`src/boot_map_pkg.sv`:
```
// Constants and types shared by the boot remap address decoder.
// Assumes a 32-bit byte address space and one decoder per bus master.
package boot_map_pkg;

  // ----------------------------------------------------------------
  // Slave and phase enumerations
  // ----------------------------------------------------------------
  typedef enum logic [2:0] {
    SLV_NONE,
    SLV_ROM,
    SLV_FLASH,
    SLV_SRAM,
    SLV_SMC,
    SLV_SDRAM,
    SLV_SYSC
  } slave_t;

  typedef enum logic [1:0] {
    PH_CAPTURE,
    PH_SLOW,
    PH_MAIN
  } phase_t;

  // ----------------------------------------------------------------
  // Address map
  // ----------------------------------------------------------------
  localparam logic [31:0] BOOT_BASE        = 32'h0000_0000;
  localparam logic [31:0] BOOT_LIMIT       = 32'h0FFF_FFFF;
  localparam logic [31:0] FLASH_BASE       = 32'h1020_0000;
  localparam logic [31:0] SRAM_BASE        = 32'h1030_0000;
  localparam logic [31:0] ROM_BASE         = 32'h1040_0000;
  localparam logic [31:0] INT_WIN_MASK     = 32'hFFF0_0000;
  localparam logic [31:0] CS_WINDOW_BYTES  = 32'h1000_0000;
  localparam logic [3:0]  EBI_FIRST_NIBBLE = 4'h2;
  localparam logic [3:0]  EBI_LAST_NIBBLE  = 4'h9;
  localparam logic [31:0] SYSC_BASE        = 32'hFFFF_E800;
  localparam logic [31:0] SYSC_LIMIT       = 32'hFFFF_FFFF;
  localparam logic [2:0]  CHIP_SELECT_ZERO = 3'h0;
  localparam logic [2:0]  CHIP_SELECT_ONE  = 3'h1;

  // ----------------------------------------------------------------
  // Reset values and misc
  // ----------------------------------------------------------------
  localparam logic        REMAP_RESET      = 1'b0;
  localparam logic        BOOT_SEL_RESET   = 1'b0;
  localparam int          SLOW_CLK_HZ      = 32768;
  localparam int          MASTER_COUNT     = 2;

endpackage

```
`src/addr_region_decoder.sv`:
```
// Combinational address region decoder for one bus master.
// Assumes remap and boot selections are stable registered levels.
`timescale 1ns/1ps
module addr_region_decoder
  import boot_map_pkg::*;
(
  input  wire logic                  remap,
  input  wire logic                  boot_flash,
  input  wire logic                  ext_boot,
  input  wire logic                  cs1_to_sdram,
  input  wire logic [31:0]           addr,
  output boot_map_pkg::slave_t       slave,
  output logic      [2:0]            chip_sel,
  output logic      [27:0]           offset,
  output logic                       hit
);

  logic [3:0] cs_index;

  always_comb begin
    cs_index = addr[31:28] - EBI_FIRST_NIBBLE;
    slave    = SLV_NONE;
    chip_sel = CHIP_SELECT_ZERO;
    offset   = addr[27:0];
    hit      = 1'b0;
    if (addr <= BOOT_LIMIT) begin  // RULE_06
      hit    = 1'b1;
      offset = {8'h00, addr[19:0]};
      if (remap) begin
        slave = SLV_SRAM;  // RULE_02
      end else if (ext_boot) begin
        slave    = SLV_SMC;  // RULE_15
        chip_sel = CHIP_SELECT_ZERO;
        offset   = addr[27:0];
      end else if (boot_flash) begin
        slave = SLV_FLASH;  // RULE_07
      end else begin
        slave = SLV_ROM;  // RULE_08
      end
    end else if ((addr & INT_WIN_MASK) == FLASH_BASE) begin
      // Fixed windows stay live whatever aliases address zero
      hit    = 1'b1;  // RULE_10
      slave  = SLV_FLASH;
      offset = {8'h00, addr[19:0]};
    end else if ((addr & INT_WIN_MASK) == SRAM_BASE) begin
      hit    = 1'b1;  // RULE_10
      slave  = SLV_SRAM;
      offset = {8'h00, addr[19:0]};
    end else if ((addr & INT_WIN_MASK) == ROM_BASE) begin
      hit    = 1'b1;  // RULE_10
      slave  = SLV_ROM;
      offset = {8'h00, addr[19:0]};
    end else if (addr[31:28] >= EBI_FIRST_NIBBLE && addr[31:28] <= EBI_LAST_NIBBLE) begin
      // One 256 MB window per chip-select line
      hit      = 1'b1;  // RULE_11
      chip_sel = cs_index[2:0];
      if (cs_index[2:0] == CHIP_SELECT_ONE && cs1_to_sdram) begin
        slave = SLV_SDRAM;  // RULE_12
      end else begin
        slave = SLV_SMC;  // RULE_12
      end
    end else if (addr >= SYSC_BASE && addr <= SYSC_LIMIT) begin
      hit    = 1'b1;  // RULE_13
      slave  = SLV_SYSC;
    end
  end

endmodule

```
`src/boot_remap_address_decoder.sv`:
```
// Boot remap address decoder: picks the memory seen at address zero for
// the instruction and data masters, and places external and system windows.
// Assumes requests are synchronous to sys_clk; remap writes arrive as pulses.
//
// Behaviour
// RULE_01: First fetch at address zero goes to the currently selected boot memory.
// RULE_02: Remap set puts the first SRAM bank at address zero, ignoring boot bit.
// RULE_03: Software sets remap after booting; run-time remap writes take effect.
// RULE_04: Remap clear lets the stored boot bit choose ROM or Flash at zero.
// RULE_05: Boot selection is caught at reset and held until the next reset.
// RULE_06: Whole region from zero to the boot limit is the boot alias.
// RULE_07: Boot bit set and remap clear maps internal Flash at zero.
// RULE_08: Boot bit clear and remap clear maps embedded ROM at zero.
// RULE_09: Erased boot bit selects embedded ROM at the next reset.
// RULE_10: Every memory stays reachable at its fixed base in all settings.
// RULE_11: Each external chip-select line owns its own 256 MB window.
// RULE_12: Chip-select one may go to SDRAM or static; zero only static.
// RULE_13: System controller base to address top goes to system controller.
// RULE_14: Out of reset run on slow clock from RC or crystal oscillator.
// RULE_15: Address zero has internal boot, external boot and remapped slaves.
// RULE_16: Remap control clears on every reset.
`timescale 1ns/1ps
module boot_remap_address_decoder
  import boot_map_pkg::*;
(
  input  wire logic                  sys_clk,
  input  wire logic                  rst_n,
  input  wire logic                  boot_source_nv_bit,
  input  wire logic                  ext_boot_strap,
  input  wire logic                  osc_xtal_select,
  input  wire logic                  remap_set,
  input  wire logic                  remap_clear,
  input  wire logic                  cs1_sdram_assign,
  input  wire logic                  main_clock_switch,
  input  wire logic                  inst_req,
  input  wire logic [31:0]           inst_addr,
  input  wire logic                  data_req,
  input  wire logic [31:0]           data_addr,
  output logic                       inst_valid,
  output logic                       inst_error,
  output boot_map_pkg::slave_t       inst_slave,
  output logic      [2:0]            inst_chip_select,
  output logic      [27:0]           inst_offset,
  output logic                       data_valid,
  output logic                       data_error,
  output boot_map_pkg::slave_t       data_slave,
  output logic      [2:0]            data_chip_select,
  output logic      [27:0]           data_offset,
  output logic                       remap_active,
  output logic                       boot_from_flash,
  output logic                       boot_external,
  output logic                       run_on_slow_clock,
  output logic                       slow_clock_from_xtal,
  output logic                       decode_ready
);

  import boot_map_pkg::*;

  // ----------------------------------------------------------------
  // Boot phase, captured boot selection and remap control
  // ----------------------------------------------------------------
  phase_t phase;
  phase_t next_phase;
  logic   boot_flash;
  logic   next_boot_flash;
  logic   ext_boot;
  logic   next_ext_boot;
  logic   remap;
  logic   next_remap;
  logic   slow_run;
  logic   next_slow_run;
  logic   xtal_src;
  logic   next_xtal_src;

  always_comb begin
    next_phase      = phase;
    next_boot_flash = boot_flash;
    next_ext_boot   = ext_boot;
    next_slow_run   = slow_run;
    next_xtal_src   = xtal_src;
    case (phase)
      PH_CAPTURE: begin
        // The strap is sampled by the clock after release, never by the
        // asynchronous reset itself; later changes are ignored.
        next_boot_flash = boot_source_nv_bit;  // RULE_05
        next_ext_boot   = ext_boot_strap;      // RULE_05
        next_xtal_src   = osc_xtal_select;     // RULE_14
        next_slow_run   = 1'b1;                // RULE_14
        next_phase      = PH_SLOW;
      end
      PH_SLOW: begin
        // Boot code must switch clocks itself; stay slow until told
        if (main_clock_switch) begin
          next_slow_run = 1'b0;
          next_phase    = PH_MAIN;
        end
      end
      PH_MAIN: begin
        next_phase = PH_MAIN;
      end
      default: begin
        next_phase = PH_CAPTURE;
      end
    endcase
  end

  always_comb begin
    next_remap = remap;
    // Set wins when both pulses meet in one cycle
    if (remap_set) begin
      next_remap = 1'b1;  // RULE_03
    end else if (remap_clear) begin
      next_remap = 1'b0;  // RULE_04
    end
  end

  always_ff @(posedge sys_clk or negedge rst_n) begin
    if (!rst_n) begin
      phase      <= PH_CAPTURE;
      boot_flash <= BOOT_SEL_RESET;  // RULE_09
      ext_boot   <= 1'b0;
      remap      <= REMAP_RESET;     // RULE_16
      slow_run   <= 1'b1;            // RULE_14
      xtal_src   <= 1'b0;
    end else begin
      phase      <= next_phase;
      boot_flash <= next_boot_flash;
      ext_boot   <= next_ext_boot;
      remap      <= next_remap;
      slow_run   <= next_slow_run;
      xtal_src   <= next_xtal_src;
    end
  end

  logic ready;
  assign ready = (phase != PH_CAPTURE);

  // ----------------------------------------------------------------
  // Per-master decode and registered answer
  // ----------------------------------------------------------------
  logic        req_vec   [MASTER_COUNT];
  logic [31:0] addr_vec  [MASTER_COUNT];
  logic        valid_q   [MASTER_COUNT];
  logic        error_q   [MASTER_COUNT];
  slave_t      slave_q   [MASTER_COUNT];
  logic [2:0]  cs_q      [MASTER_COUNT];
  logic [27:0] offset_q  [MASTER_COUNT];

  assign req_vec[0]  = inst_req;
  assign addr_vec[0] = inst_addr;
  assign req_vec[1]  = data_req;
  assign addr_vec[1] = data_addr;

  genvar m;
  generate
    for (m = 0; m < MASTER_COUNT; m = m + 1) begin : g_master
      slave_t      dec_slave;
      logic [2:0]  dec_cs;
      logic [27:0] dec_offset;
      logic        dec_hit;
      logic        next_valid;
      logic        next_error;
      slave_t      next_slave;
      logic [2:0]  next_cs;
      logic [27:0] next_offset;

      // Both processor masters see the same three candidates at zero
      addr_region_decoder u_dec (  // RULE_15
        .remap        (remap),
        .boot_flash   (boot_flash),
        .ext_boot     (ext_boot),
        .cs1_to_sdram (cs1_sdram_assign),
        .addr         (addr_vec[m]),
        .slave        (dec_slave),
        .chip_sel     (dec_cs),
        .offset       (dec_offset),
        .hit          (dec_hit)
      );

      always_comb begin
        next_valid  = 1'b0;
        next_error  = 1'b0;
        next_slave  = slave_q[m];
        next_cs     = cs_q[m];
        next_offset = offset_q[m];
        // Requests before the boot selection is captured get no answer, so the first fetch at
        // zero can never hit a stale default mapping.
        if (req_vec[m] && ready) begin  // RULE_01
          next_valid  = dec_hit;
          next_error  = !dec_hit;
          next_slave  = dec_slave;
          next_cs     = dec_cs;
          next_offset = dec_offset;
        end
      end

      always_ff @(posedge sys_clk or negedge rst_n) begin
        if (!rst_n) begin
          valid_q[m]  <= 1'b0;
          error_q[m]  <= 1'b0;
          slave_q[m]  <= SLV_NONE;
          cs_q[m]     <= CHIP_SELECT_ZERO;
          offset_q[m] <= 28'h0000000;
        end else begin
          valid_q[m]  <= next_valid;
          error_q[m]  <= next_error;
          slave_q[m]  <= next_slave;
          cs_q[m]     <= next_cs;
          offset_q[m] <= next_offset;
        end
      end
    end
  endgenerate

  // ----------------------------------------------------------------
  // Outputs
  // ----------------------------------------------------------------
  assign inst_valid           = valid_q[0];
  assign inst_error           = error_q[0];
  assign inst_slave           = slave_q[0];
  assign inst_chip_select     = cs_q[0];
  assign inst_offset          = offset_q[0];
  assign data_valid           = valid_q[1];
  assign data_error           = error_q[1];
  assign data_slave           = slave_q[1];
  assign data_chip_select     = cs_q[1];
  assign data_offset          = offset_q[1];
  assign remap_active         = remap;
  assign boot_from_flash      = boot_flash;
  assign boot_external        = ext_boot;
  assign run_on_slow_clock    = slow_run;
  assign slow_clock_from_xtal = xtal_src;

  logic ready_q;
  logic next_ready_q;

  always_comb begin
    next_ready_q = ready;
  end

  always_ff @(posedge sys_clk or negedge rst_n) begin
    if (!rst_n) begin
      ready_q <= 1'b0;
    end else begin
      ready_q <= next_ready_q;
    end
  end

  // Lags the internal ready by one cycle; masters may rely on it safely
  assign decode_ready = ready_q;

endmodule

```
`config.mk`:
```
export PLATFORM = sky130hd
export DESIGN_NAME = boot_remap_address_decoder
export DESIGN_NICKNAME = d
export VERILOG_FILES = /design/src/boot_map_pkg.sv /design/src/addr_region_decoder.sv /design/src/boot_remap_address_decoder.sv
export SDC_FILE = /design/constraint.sdc
export NUM_CORES = 1
export LEC_CHECK = 0
export BUFFER_PORTS_ARGS = -buffer_cell sky130_fd_sc_hd__buf_2
export CELL_PAD_IN_SITES_DETAIL_PLACEMENT = 1
export CELL_PAD_IN_SITES_GLOBAL_PLACEMENT = 2
export CORE_MARGIN = 1
export CORE_UTILIZATION = 26
export DETAILED_ROUTE_END_ITERATION = 10
export GPL_TIMING_DRIVEN = 0
export PLACE_DENSITY_LB_ADDON = 0.1
export SLEW_MARGIN = 20
export SYNTH_ARGS = -nofsm -noshare
export SYNTH_HDL_FRONTEND = slang
export SYNTH_SLANG_ARGS = --single-unit
```
`constraint.sdc`:
```
create_clock -name sys_clk -period 1.8 [get_ports sys_clk]
set_input_delay 0.36 -clock sys_clk [delete_from_list [all_inputs] [get_ports sys_clk]]
set_output_delay 0.36 -clock sys_clk [all_outputs]
set_load 0.01 [all_outputs]
```
# ---- Yosys cells after proc, flatten, opt, wreduce, memory -nomap -nowiden
# Index checks and enable logic that the tools add are counted.
dict set report totals {
  reg_bits 80
  latch_bits 0
  mem_bits_rw 0
  rom_bits 0
  in_bits 75
  output_inout_bits 78
  memories 0
}
dict set report op_classes {
  addsub 2
  multipliers 0
  div 0
  n_lt_le_gt_ge 10
  n_eq_ne 11
  shift 0
  mux 61
  bitwise_logic 0
  reduce_logical 15
}
# cell n
set op_table {}
lappend op_table {{2-to-1 mux 28 bit} 12}
lappend op_table {{== test 12 x 9 -> 1 bit, second input constant} 6}
lappend op_table {{2-to-1 mux 3 bit} 24}
lappend op_table {{>= comparator 32 bit, second input constant} 2}
lappend op_table {{<= comparator 32 x 28 -> 1 bit, second input constant} 2}
lappend op_table {{<= comparator 32 bit, second input constant} 2}
lappend op_table {{2-to-1 mux 1 bit} 21}
lappend op_table {{>= comparator 4 x 2 -> 1 bit, second input constant} 2}
lappend op_table {{<= comparator 4 bit, second input constant} 2}
lappend op_table {{logical AND 1 bit} 8}
lappend op_table {{== test 3 x 1 -> 1 bit, second input constant} 2}
lappend op_table {{one-hot mux 2 bit (3 select lines)} 1}
lappend op_table {{nonzero test 2 bit} 3}
lappend op_table {{subtractor 3 x 2 -> 3 bit, second input constant} 2}
lappend op_table {{2-to-1 mux 2 bit} 2}
lappend op_table {{== test 2 x 1 -> 1 bit, second input constant} 1}
lappend op_table {{== test 2 bit, second input constant} 1}
lappend op_table {{zero test 1 bit} 2}
lappend op_table {{zero test 2 bit} 1}
lappend op_table {{!= test 2 bit, second input constant} 1}
lappend op_table {{one-hot mux 1 bit (2 select lines)} 1}
lappend op_table {{AND reduction 2 bit} 1}

# ---- Logic depth before layout (Yosys ltp)
# Gate-level depths: netlist of run 1.
dict set report depth {
  depth_word 10
  depth_mapped 9
  ltp_nobuf 6
}

# ---- Modules after synthesis
# A second synthesis of run 1 with hierarchy kept.
dict set report unflattened {
  hier_cells 317
  hier_area_um2 4256.6
}
# mod instances cells_each area_per_inst_um2 seq_area_each_um2
set modules_own_cells {}
lappend modules_own_cells {boot_remap_address_decoder 1 178 3276.9 2003.2}
lappend modules_own_cells {{addr_region_decoder (g_master[1].u_dec)} 1 69 509.2 0.0}
lappend modules_own_cells {{addr_region_decoder (g_master[0].u_dec)} 1 70 470.5 0.0}

# ---- Worst setup path after synthesis of run 1
# OpenSTA, ideal clock, no wires.
dict set report synth_timing {
  path_type {input to register}
  start {input inst_addr[31]}
  end {register error_q, in the netlist inst_error}
  setup_ps 119
  arrival_time_ps 1519
  setup_slack_ps 162
  stages 6
  n_path_buf 1
  cell_sequence {buf_4 nand4_1 or4_4 nor3_4 a21oi_1 and2_1}
}
dict set report synth_via {
  elab_chain_len 10
}
# element line_no
set synth_lines {}
lappend synth_lines {{start: declaration} boot_remap_address_decoder.sv:36} ;# input wire logic [31:0] inst_addr,
lappend synth_lines {{>= comparator 32 bit or <= comparator 32 bit (tied branches)} addr_region_decoder.sv:62} ;# end else if (addr >= SYSC_BASE && addr <= SYSC_LIMIT) begin
lappend synth_lines {{logical AND 1 bit} addr_region_decoder.sv:62}
lappend synth_lines {{2-to-1 mux 1 bit} addr_region_decoder.sv:62}
lappend synth_lines {{2-to-1 mux 1 bit} addr_region_decoder.sv:53} ;# end else if (addr[31:28] >= EBI_FIRST_NIBBLE && addr[31:28] <= EBI_LAST_NIBBLE) begin
lappend synth_lines {{2-to-1 mux 1 bit} addr_region_decoder.sv:49} ;# end else if ((addr & INT_WIN_MASK) == ROM_BASE) begin
lappend synth_lines {{2-to-1 mux 1 bit} addr_region_decoder.sv:45} ;# end else if ((addr & INT_WIN_MASK) == SRAM_BASE) begin
lappend synth_lines {{2-to-1 mux 1 bit} addr_region_decoder.sv:40} ;# end else if ((addr & INT_WIN_MASK) == FLASH_BASE) begin
lappend synth_lines {{2-to-1 mux 1 bit (*)} addr_region_decoder.sv:26} ;# if (addr <= BOOT_LIMIT) begin
lappend synth_lines {{zero test 1 bit (*)} boot_remap_address_decoder.sv:190} ;# next_error = !dec_hit;
lappend synth_lines {{2-to-1 mux 1 bit (*)} boot_remap_address_decoder.sv:188} ;# if (req_vec[m] && ready) begin
lappend synth_lines {{named net g_master[0].next_error} boot_remap_address_decoder.sv:162} ;# logic next_error;
lappend synth_lines {{end signal: indexed assignment} boot_remap_address_decoder.sv:206} ;# error_q[m] <= next_error;
lappend synth_lines {{end: declaration} boot_remap_address_decoder.sv:144} ;# logic error_q [MASTER_COUNT];
# The timed path passes the listed nets; every way through them passes the cells marked *.
# A chain may end at the register's enable or synchronous reset.

# ---- Worst setup path in the final report of run 1
dict set report layout_timing {
  start {register phase[1]}
  end {register offset_q, in the netlist data_offset[16]}
}
dict set report layout_via {
  elab_chain_len 2
}
# element line_no
set layout_lines {}
lappend layout_lines {{start: declaration} boot_remap_address_decoder.sv:62} ;# phase_t phase;
lappend layout_lines {{start signal: assignment} boot_remap_address_decoder.sv:126} ;# phase <= next_phase;
lappend layout_lines {{nonzero test 2 bit} boot_remap_address_decoder.sv:136} ;# assign ready = (phase != PH_CAPTURE);
lappend layout_lines {{named net next_ready_q} boot_remap_address_decoder.sv:235} ;# logic next_ready_q;
lappend layout_lines {{logical AND 1 bit} boot_remap_address_decoder.sv:188}
lappend layout_lines {{end signal: indexed assignment} boot_remap_address_decoder.sv:209} ;# offset_q[m] <= next_offset;
lappend layout_lines {{end: declaration} boot_remap_address_decoder.sv:147} ;# logic [27:0] offset_q [MASTER_COUNT];
# The timed path passes the listed nets, and every way through them passes these cells.

==> flow_summary_export.csv, run 1 <==
group,metric,value,unit
critical_path,cp_max_fo,10,
synthesis,ys_warn_count,0,
floorplan,pin_count,153,
worst_hold_path,min_path_type,"input pin to register",
grt,grt_max_degree,46,
cts,htreeDepth,3,
pwr,ir_worst_vdd,0.0005093,V
synthesis,synth_area,3522,sq um
timing,fmax,615.8,MHz
floorplan,die_w,118.4,um
pwr,comb_power_share,0.358,
layout,layout-drive-gt1-share,0.3476,
synthesis,ys.flop_type,"dfrtp_1",
pwr,switching_power,2.855,mW
synthesis,synth_nets,475,
synthesis,synth_top_area_cell,"dfrtp_1",
critical_path,cp-start-kind,"register",
cts,insertion_delay,0.33,ns
pwr,p_seq_frac,0.377,
layout,final_cells,737,
cts,cts_buffers,9,
cts,cts_tree,"built",
place,routabilityCongestion,0.7206,
synthesis,synthDistinctLibCells,41,
cts,clock_path_buffers,2,
timing,tns,0,ns
synthesis,synthTopCellsByCount,"nand2_1, dfrtp_1, a21oi_1",
layout,antenna_cells,0,
routing,drt_iter0_markers,106,
synthesis,syn_avg_cell_area,8.850,sq um
critical_path,critPathKind,"register to register",
outcome,run_status,"complete, no violations",
synthesis,synth-seq-cells,80,
timing,report.final.setup_viol,0,
pwr,p_total,7.935,mW
routing,wl,10.74,mm
place,dp_cells,719,
grt,grt_pass1_wl,17.69,mm
cts,cts_num_sinks,80,
floorplan,dieArea,14020,sq um
timing,finalCriticalPeriod,1.624,ns
synthesis,ys_seq_area_frac,0.5687,
routing,vias_per_cell,4.494,
place,hpwl,8.213,mm
layout,areaGrowthSynthToFinish,38.93,%
cts,clkTransAtPathRegs,0.06,ns
routing,drc,0,
layout,layout.nets,633,
grt,grtUsageTotal,0.1622,
cts,cts_root_buf,"clkbuf_16",
critical_path,required,2.08,ns
timing,slew_viol_final,0,
synthesis,netlist_top_cells_area,"dfrtp_1, nand2_1, a21oi_1",
synthesis,synth-async-reset-ratio,1.000,
timing,slew_headroom,0.6581,
routing,wire_per_inst,14.58,um
timing,rsz0062_at_grt,"no",
pwr,power_density,1622,nW/um^2
timing,hold_violations,0,
timing,timing.hold.ws,0.2006,ns
synthesis,post_synth_inst_count,398,
floorplan,core-area,13240,sq um
routing,detail-route-antenna-nets,0,
pwr,swShare,0.3598,
pwr,p_int,5.080,mW
grt,grt-ovfl-total,0,
synthesis,synth-edff-count,0,
routing,dr.pass1.iters,4,
floorplan,die_h,118.4,um
synthesis,synth.most_common_cell,"nand2_1",
floorplan,num_rows,42,
floorplan,initial_core_util,0.2660,
timing,fin_crit_sh,0.9022,
timing,finClkSkew,0.003288,ns
critical_path,arrival,1.90,ns
routing,num_vias,3312,
synthesis,yosysTopAreaCellShare,0.5613,
place,port_buffers,144,
pwr,p_leak,2.611,nW
pwr,clockPowerShare,0.265,
grt,antenna_found_initial,0,
critical_path,cp-end-kind,"register",
job,maxCapViolCount,0,
timing,worst_slew_pin_slew,0.5129,ns
grt,grt_pass1_vias,3404,
==> state kept, by name (all words and copies together), names as in the netlist <==
register	count
remap_active	1
data_error	1
decode_ready	1
inst_slave	3
boot_external	1
inst_chip_select	3
slow_clock_from_xtal	1
data_chip_select	3
inst_valid	1
boot_from_flash	1
inst_offset	28
inst_error	1
data_offset	28
data_valid	1
data_slave	3
run_on_slow_clock	1
phase	2
==> cells by family after synthesis <==
kind of cell / count (synthesis) / synth area share
buf+inv: 30 / 0.03552
xor+xnor: 2 / 0.004974
fa+ha+maj: 2 / 0.007104
simple gates: 222 / 0.2675
mux: 2 / 0.006394
compound gates: 60 / 0.1098
flops: 80 / 0.5687
==> stage by stage <==
step	util	cell area [sq um]	setup WS, ns
floorplan	-	3522	0.1619
global placement	0.3370	4463	-0.3964
detailed placement	0.3393	4493	-0.3090
CTS	0.3676	4868	-0.001714
global route	0.3695	4893	0.005415
finish	0.3695	4893	0.1761
==> cell usage in the layout (no fill, tap or decap), drive strengths merged, types with 7 or more instances in the layout <==
cell type,netlist,layout
nand4,7,7
nand2,171,171
inv,7,7
a21oi,23,23
nor3,7,7
buf,7,151
clkbuf,16,28
dfrtp,79,79
o21ai,16,16
nor2,13,13
nand3,7,7
==> critical path, cell delays in order, from the launching register on <==
cell      delay [ns]
dfrtp_1         0.36
inv_1           0.09
ha_1            0.15
clkbuf_4        0.21
inv_2           0.08
nand2_2         0.12
buf_4           0.20
clkbuf_4        0.22
nand2_1         0.07
nand2_1         0.07
==> power by group through the flow <==
stage	clock (mW)	sequential [mW]	combinational, mW
floorplan	0	3.39	1.13
global route	2.22	3.11	3.22
CTS	2.15	3.01	2.89
detailed placement	0	3.04	2.85
global placement	0	3.00	2.78
finish	2.10	2.99	2.84
==> metal layers <==
layer	vias to the layer above	wire length (um)	share of wire	global-route usage
met5	-	0	0	0
met4	0	153	0.014	0.06171
met3	11	633	0.059	0.03861
met2	96	5058	0.47	0.2680
met1	1593	4897	0.46	0.2050
li1	1612	-	-	-
==> cell type report <==
type | instances | area (sq um)
timing repair buffer | 147 | 768.2
inverter | 7 | 26.28
clock inverter | 6 | 107.6
fill | 1614 | 8349
clock buffer | 10 | 229.0
multi-input combinational | 288 | 1409
tap | 176 | 220.2
sequential | 80 | 2003
buffer | 23 | 130.1
==> final timing paths <==
| path | to | cells after the start | slack [ns] | from |
|---|---|---|---|---|
| hold / removal | remap_active | 2 | 0.20 | remap_set |
| min in group asynchronous | data_offset[16] | 2 | 0.53 | rst_n |
| setup / recovery | data_offset[16] | 9 | 0.18 | phase[1] |
| max in group asynchronous | run_on_slow_clock | 3 | 0.58 | rst_n |
| setup reg to reg | data_offset[16] | 9 | 0.18 | phase[1] |
| hold reg to reg | data_offset[6] | 2 | 0.47 | data_offset[6] |
==> repair_timing <==
action | CTS | global route
setup endpoints to repair | 70 | 62
buffers inserted | 0 | 1
pin swaps | 0 | 1
hold endpoints to repair | 1 | 0
resized for setup | 15 | 13
hold buffers | 1 | 0
(Power assumes the default switching activity.)
==> run 2: changes to the inputs <==
CORE_MARGIN = not set   (was 1)
CORE_UTILIZATION = 27   (was 26)
CTS_BUF_LIST = sky130_fd_sc_hd__clkbuf_4 sky130_fd_sc_hd__clkbuf_8   (was not set)
==> run 2 against run 1 <==
  * Sequential share of layout area rose by 0.95 points
  * Clock-buffer cell count is the same
  * Clock power down 23%
  * Via count fell by 0.48%
  * Global-route usage up 0.41 points
  * Worst hold slack got worse by 0.034 ns
  * Register-to-register slack hardly changed
  * Critical endpoint is now inst_offset[22]
  * Sequential power barely moved
  * Combinational power barely moved
  * Worst setup slack lost 0.0093 ns
  * Final cell count decreased by 0.68%
==> flow_summary_export.csv, run 2 (synthesized netlist as in run 1, its figures left out) <==
group,metric,value,unit
place,routabilityCongestion,0.7704,
timing,timing.hold.ws,0.1663,ns
cts,clkTransAtPathRegs,0.09,ns
pwr,power_density,1557,nW/um^2
layout,areaGrowthSynthToFinish,35.77,%
timing,fmax,612.3,MHz
timing,finalCriticalPeriod,1.633,ns
place,hpwl,8.179,mm
timing,slew_viol_final,0,
cts,cts_root_buf,"clkbuf_8",
cts,insertion_delay,0.37,ns
timing,hold_violations,0,
layout,antenna_cells,0,
critical_path,cp-end-kind,"register",
timing,fin_crit_sh,0.9073,
floorplan,num_rows,41,
routing,vias_per_cell,4.503,
critical_path,r2r-end,"inst_offset[22]",
grt,grt_max_degree,50,
timing,report.final.setup_viol,0,
routing,wl,10.81,mm
worst_hold_path,min_to,"run_on_slow_clock",
layout,mostFrequentLayoutCells,"nand2_1, buf_2, dfrtp_1",
place,port_buffers,144,
floorplan,pin_count,153,
timing,worst_slew_pin_slew,0.4766,ns
critical_path,rr_worst_depth,7,
grt,grtUsageTotal,0.1663,
critical_path,rrSetupSlack,0.17,ns
critical_path,r2r_start,"phase[0]",
cts,cts_tree,"built",
critical_path,cp-start-kind,"register",
pwr,ir_worst_vdd,0.0005285,V
worst_hold_path,min-delay-start,"main_clock_switch",
floorplan,initial_core_util,0.2780,
layout,design_area,4782,sq um
layout,layout_commonest_cell,"nand2_1",
layout,layout.nets,632,
floorplan,core-area,12670,sq um
critical_path,critPathKind,"register to register",
cts,cts_num_sinks,80,
timing,slew_headroom,0.6823,
floorplan,die_w,116.2,um
routing,drc,0,
critical_path,required,2.04,ns
worst_hold_path,holdPathStages,2,
timing,fin_ws,0.1669,ns
job,maxCapViolCount,0,
routing,num_vias,3296,
routing,drt_iter0_markers,95,
grt,antenna_found_initial,0,
cts,clock_path_buffers,2,
grt,grt_pass1_vias,3277,
timing,rsz0062_at_grt,"no",
layout,fillers,1587,
routing,dr.pass1.iters,4,
critical_path,arrival,1.87,ns
floorplan,dieArea,13510,sq um
grt,grt-ovfl-total,0,
floorplan,die_h,116.2,um
cts,htreeDepth,3,
pwr,p_leak,2.560,nW
critical_path,cp_max_fo,9,
place,preCtsSetupSlack,-0.3569,ns
worst_hold_path,min_path_type,"input pin to register",
place,place_area,4488,sq um
cts,post_cts_buffers,0,
cts,cts_buffers,9,
timing,finClkSkew,0.01112,ns
routing,detail-route-antenna-nets,0,
layout,layout-drive-gt1-share,0.3464,
routing,wire_per_inst,14.77,um
outcome,run_status,"complete, no violations",
layout,finish.utilization,0.3774,
grt,grt_pass1_wl,16.88,mm
[run 2: worst max-delay path by stage]
stage	startpoint	end	cells past startpoint
2_1_floorplan	inst_addr[31]	inst_error	6
3_3_place_gp	rst_n	inst_offset[11]	1
3_5_place_dp	phase[0]	inst_offset[3]	8
4_1_cts	phase[1]	data_offset[19]	9
5_1_grt	phase[0]	inst_offset[3]	8
6_report	phase[0]	inst_offset[22]	7
[run 2: final cells by class]
cell class,instances,area [sq um],share of cell area
buffer,23,128.9,0.02695
sequential,80,2003,0.4189
timing repair buffer,146,760.7,0.1591
inverter,7,26.28,0.005495
multi-input combinational,288,1409,0.2946
clock buffer,10,131.4,0.02747
clock inverter,6,107.6,0.02250
tap,172,215.2,0.04500
[run 2: what timing repair did]
item,4_1_cts,5_1_grt
hold buffers,1,0
resized for setup,17,9
setup endpoints to repair,69,33
endpoints found under the hold margin,31,0
[run 2: metal layers]
layer  vias to the layer above  track usage  wire [um]
li1                       1612            -          -
met1                      1577       0.2060       4870
met2                        94       0.2758       5084
met3                        13      0.03944        663
met4                         0      0.07436        192
met5                         -            0          0
[run 2: worst max-delay path, stage by stage, from the launching register on]
cell and delay, ns:
dfrtp_1 0.35, inv_1 0.06, ha_1 0.18, clkbuf_4 0.19, inv_2 0.10, nand2_2 0.12, a211oi_4 0.39, a21oi_1 0.10
[run 2: per-stage QoR]
| stage | instances | power, mW | setup TNS, ns |
|---|---|---|---|
| finish | 732 | 7.447 | 0 |
| global route | 732 | 8.060 | 0 |
| CTS | 732 | 7.609 | 0 |
| detailed placement | 715 | 5.881 | -7.975 |
| global placement | 714 | 5.773 | -37.07 |
| floorplan | 398 | 4.518 | 0 |
[run 2: power breakdown]
part           internal [mW]  switching (mW)  leakage (nW)
Sequential              2.59           0.395         0.991
Clock                  0.932           0.684         0.120
Combinational           1.13            1.71          1.45
==> run 3: changes to the inputs <==
clock period = 1.6 ns   (was 1.8 ns; I/O delays follow)
==> run 3 against run 2 <==
  * Clock skew rose by 0.00067 ns
  * First-iteration DRC count down 13%
  * Via count up 0.27%
  * Non-clock buffer count up 4
  * Critical endpoint is now data_offset[19]
  * Power up 14%
  * Largest power group unchanged
  * Sequential share of layout area down 0.72 points
==> flow_summary_export.csv, run 3 (synthesized netlist as in run 1, its figures left out) <==
group,metric,value,unit
place,port_buffers,144,
worst_hold_path,min_path_type,"input pin to register",
timing,timing.hold.ws,0.1247,ns
routing,drc,0,
cts,cts_tree,"built",
place,hpwl,8.179,mm
place,place_area,4488,sq um
layout,layout.nets,636,
pwr,p_total,8.492,mW
critical_path,critPathMaxStageDelay,0.35,ns
layout,design_area,4866,sq um
pwr,ir_worst_vdd,0.0005952,V
floorplan,core-area,12670,sq um
cts,cts_root_buf,"clkbuf_8",
critical_path,critPathKind,"register to register",
grt,antenna_found_initial,0,
critical_path,cp-end-kind,"register",
routing,dr.pass1.iters,4,
routing,num_vias,3305,
layout,areaGrowthSynthToFinish,38.15,%
layout,multi_input_area,1421,sq um
timing,slew_viol_final,0,
worst_hold_path,min-delay-start,"main_clock_switch",
timing,fin_crit_sh,0.9173,
timing,finalCriticalPeriod,1.468,ns
critical_path,arrival,1.72,ns
cts,htreeDepth,3,
timing,rsz0062_at_grt,"no",
grt,grt_pass1_vias,3303,
layout,layout-drive-gt1-share,0.3546,
cts,cts_num_sinks,80,
timing,fin_ws,0.1324,ns
layout,layout_commonest_cell,"nand2_1",
timing,worst_slew_pin_slew,0.4649,ns
pwr,power_density,1745,nW/um^2
grt,grtUsageTotal,0.1676,
floorplan,die_w,116.2,um
job,maxCapViolCount,0,
layout,seq_area,2003,sq um
critical_path,critPathSlowestCell,"dfrtp_1",
routing,vias_per_cell,4.490,
critical_path,cp_max_fo,10,
routing,wire_per_inst,14.77,um
timing,hold_violations,0,
floorplan,num_rows,41,
cts,clkTransAtPathRegs,0.08,ns
place,preCtsSetupSlack,-0.5569,ns
critical_path,cp-start-kind,"register",
layout,mostFrequentLayoutCells,"nand2_1, buf_2, dfrtp_1",
outcome,run_status,"complete, no violations",
cts,cts_buffers,9,
timing,report.final.setup_viol,0,
floorplan,dieArea,13510,sq um
floorplan,pin_count,153,
cts,insertion_delay,0.37,ns
grt,grt-ovfl-total,0,
routing,detail-route-antenna-nets,0,
layout,fillers,1583,
routing,wl,10.87,mm
timing,finClkSkew,0.01178,ns
critical_path,startpoint,"phase[0]",
floorplan,initial_core_util,0.2780,
critical_path,required,1.86,ns
critical_path,cp_cell_sequence,"inv_1 -> ha_1 -> buf_6 -> inv_4 -> nand2_4 -> buf_6 -> buf_4 -> nand2_1 -> nand2_1",
layout,antenna_cells,0,
routing,drt_iter0_markers,83,
critical_path,r2r_start,"phase[0]",
floorplan,die_h,116.2,um
grt,grt_max_degree,50,
pwr,p_leak,2.605,nW
critical_path,crit_family,"buffers and inverters",
critical_path,path_buf_inv,5,
cts,clock_path_buffers,2,
timing,fmax,681.4,MHz
timing,tns,0,ns
timing,slew_headroom,0.6901,
grt,grt_pass1_wl,16.99,mm
place,routabilityCongestion,0.7704,
[run 3: cell types whose count changed in the layout (fill, tap and decap cells not counted), moves of 2 or more]
cell,change
buf_6,+4
clkbuf_4,-3
buf_2,+2
clkbuf_2,-2
clkbuf_8,+2
nand2_2,-2
nand2_4,+2
[run 3: metal layers]
layer | share of wire | global-route usage
met5 | 0 | 0
met1 | 0.45 | 0.2070
met3 | 0.065 | 0.03944
met2 | 0.47 | 0.2794
met4 | 0.017 | 0.07436
[run 3: final cells by class]
cell class	instances	share of cell area
sequential	80	0.4117
multi-input combinational	288	0.2921
timing repair buffer	150	0.1641
tap	172	0.04423
buffer	23	0.03291
clock buffer	10	0.02700
clock inverter	6	0.02211
inverter	7	0.005914
[run 3: path summary, 6_finish.rpt]
path | cells after the start | end | slack, ns
setup / recovery | 9 | data_offset[19] | 0.13
hold / removal | 2 | run_on_slow_clock | 0.12
setup reg to reg | 9 | data_offset[19] | 0.13
hold reg to reg | 2 | inst_offset[10] | 0.47
max in group asynchronous | 3 | run_on_slow_clock | 0.50
min in group asynchronous | 2 | data_offset[19] | 0.46
[run 3: per-stage QoR]
| stage | std cells | utilization |
|---|---|---|
| after floorplan | 398 | - |
| after global placement | 714 | 0.3518 |
| after detailed placement | 715 | 0.3542 |
| after CTS | 734 | 0.3805 |
| after global routing | 736 | 0.3840 |
| final | 736 | 0.3840 |
[run 3: what timing repair did]
| item | 4_1_cts | 5_1_grt |
|---|---|---|
| endpoints found under the hold margin | 31 | 0 |
| setup buffers | 2 | 2 |
| pin swaps | 1 | 2 |
| setup endpoints to repair | 72 | 59 |
| hold buffers | 1 | 0 |
| gates resized for setup | 28 | 12 |
[run 3: power breakdown]
group,switching [mW],internal [mW]
Sequential,0.443,2.91
Clock,0.770,1.05
Combinational,1.96,1.36
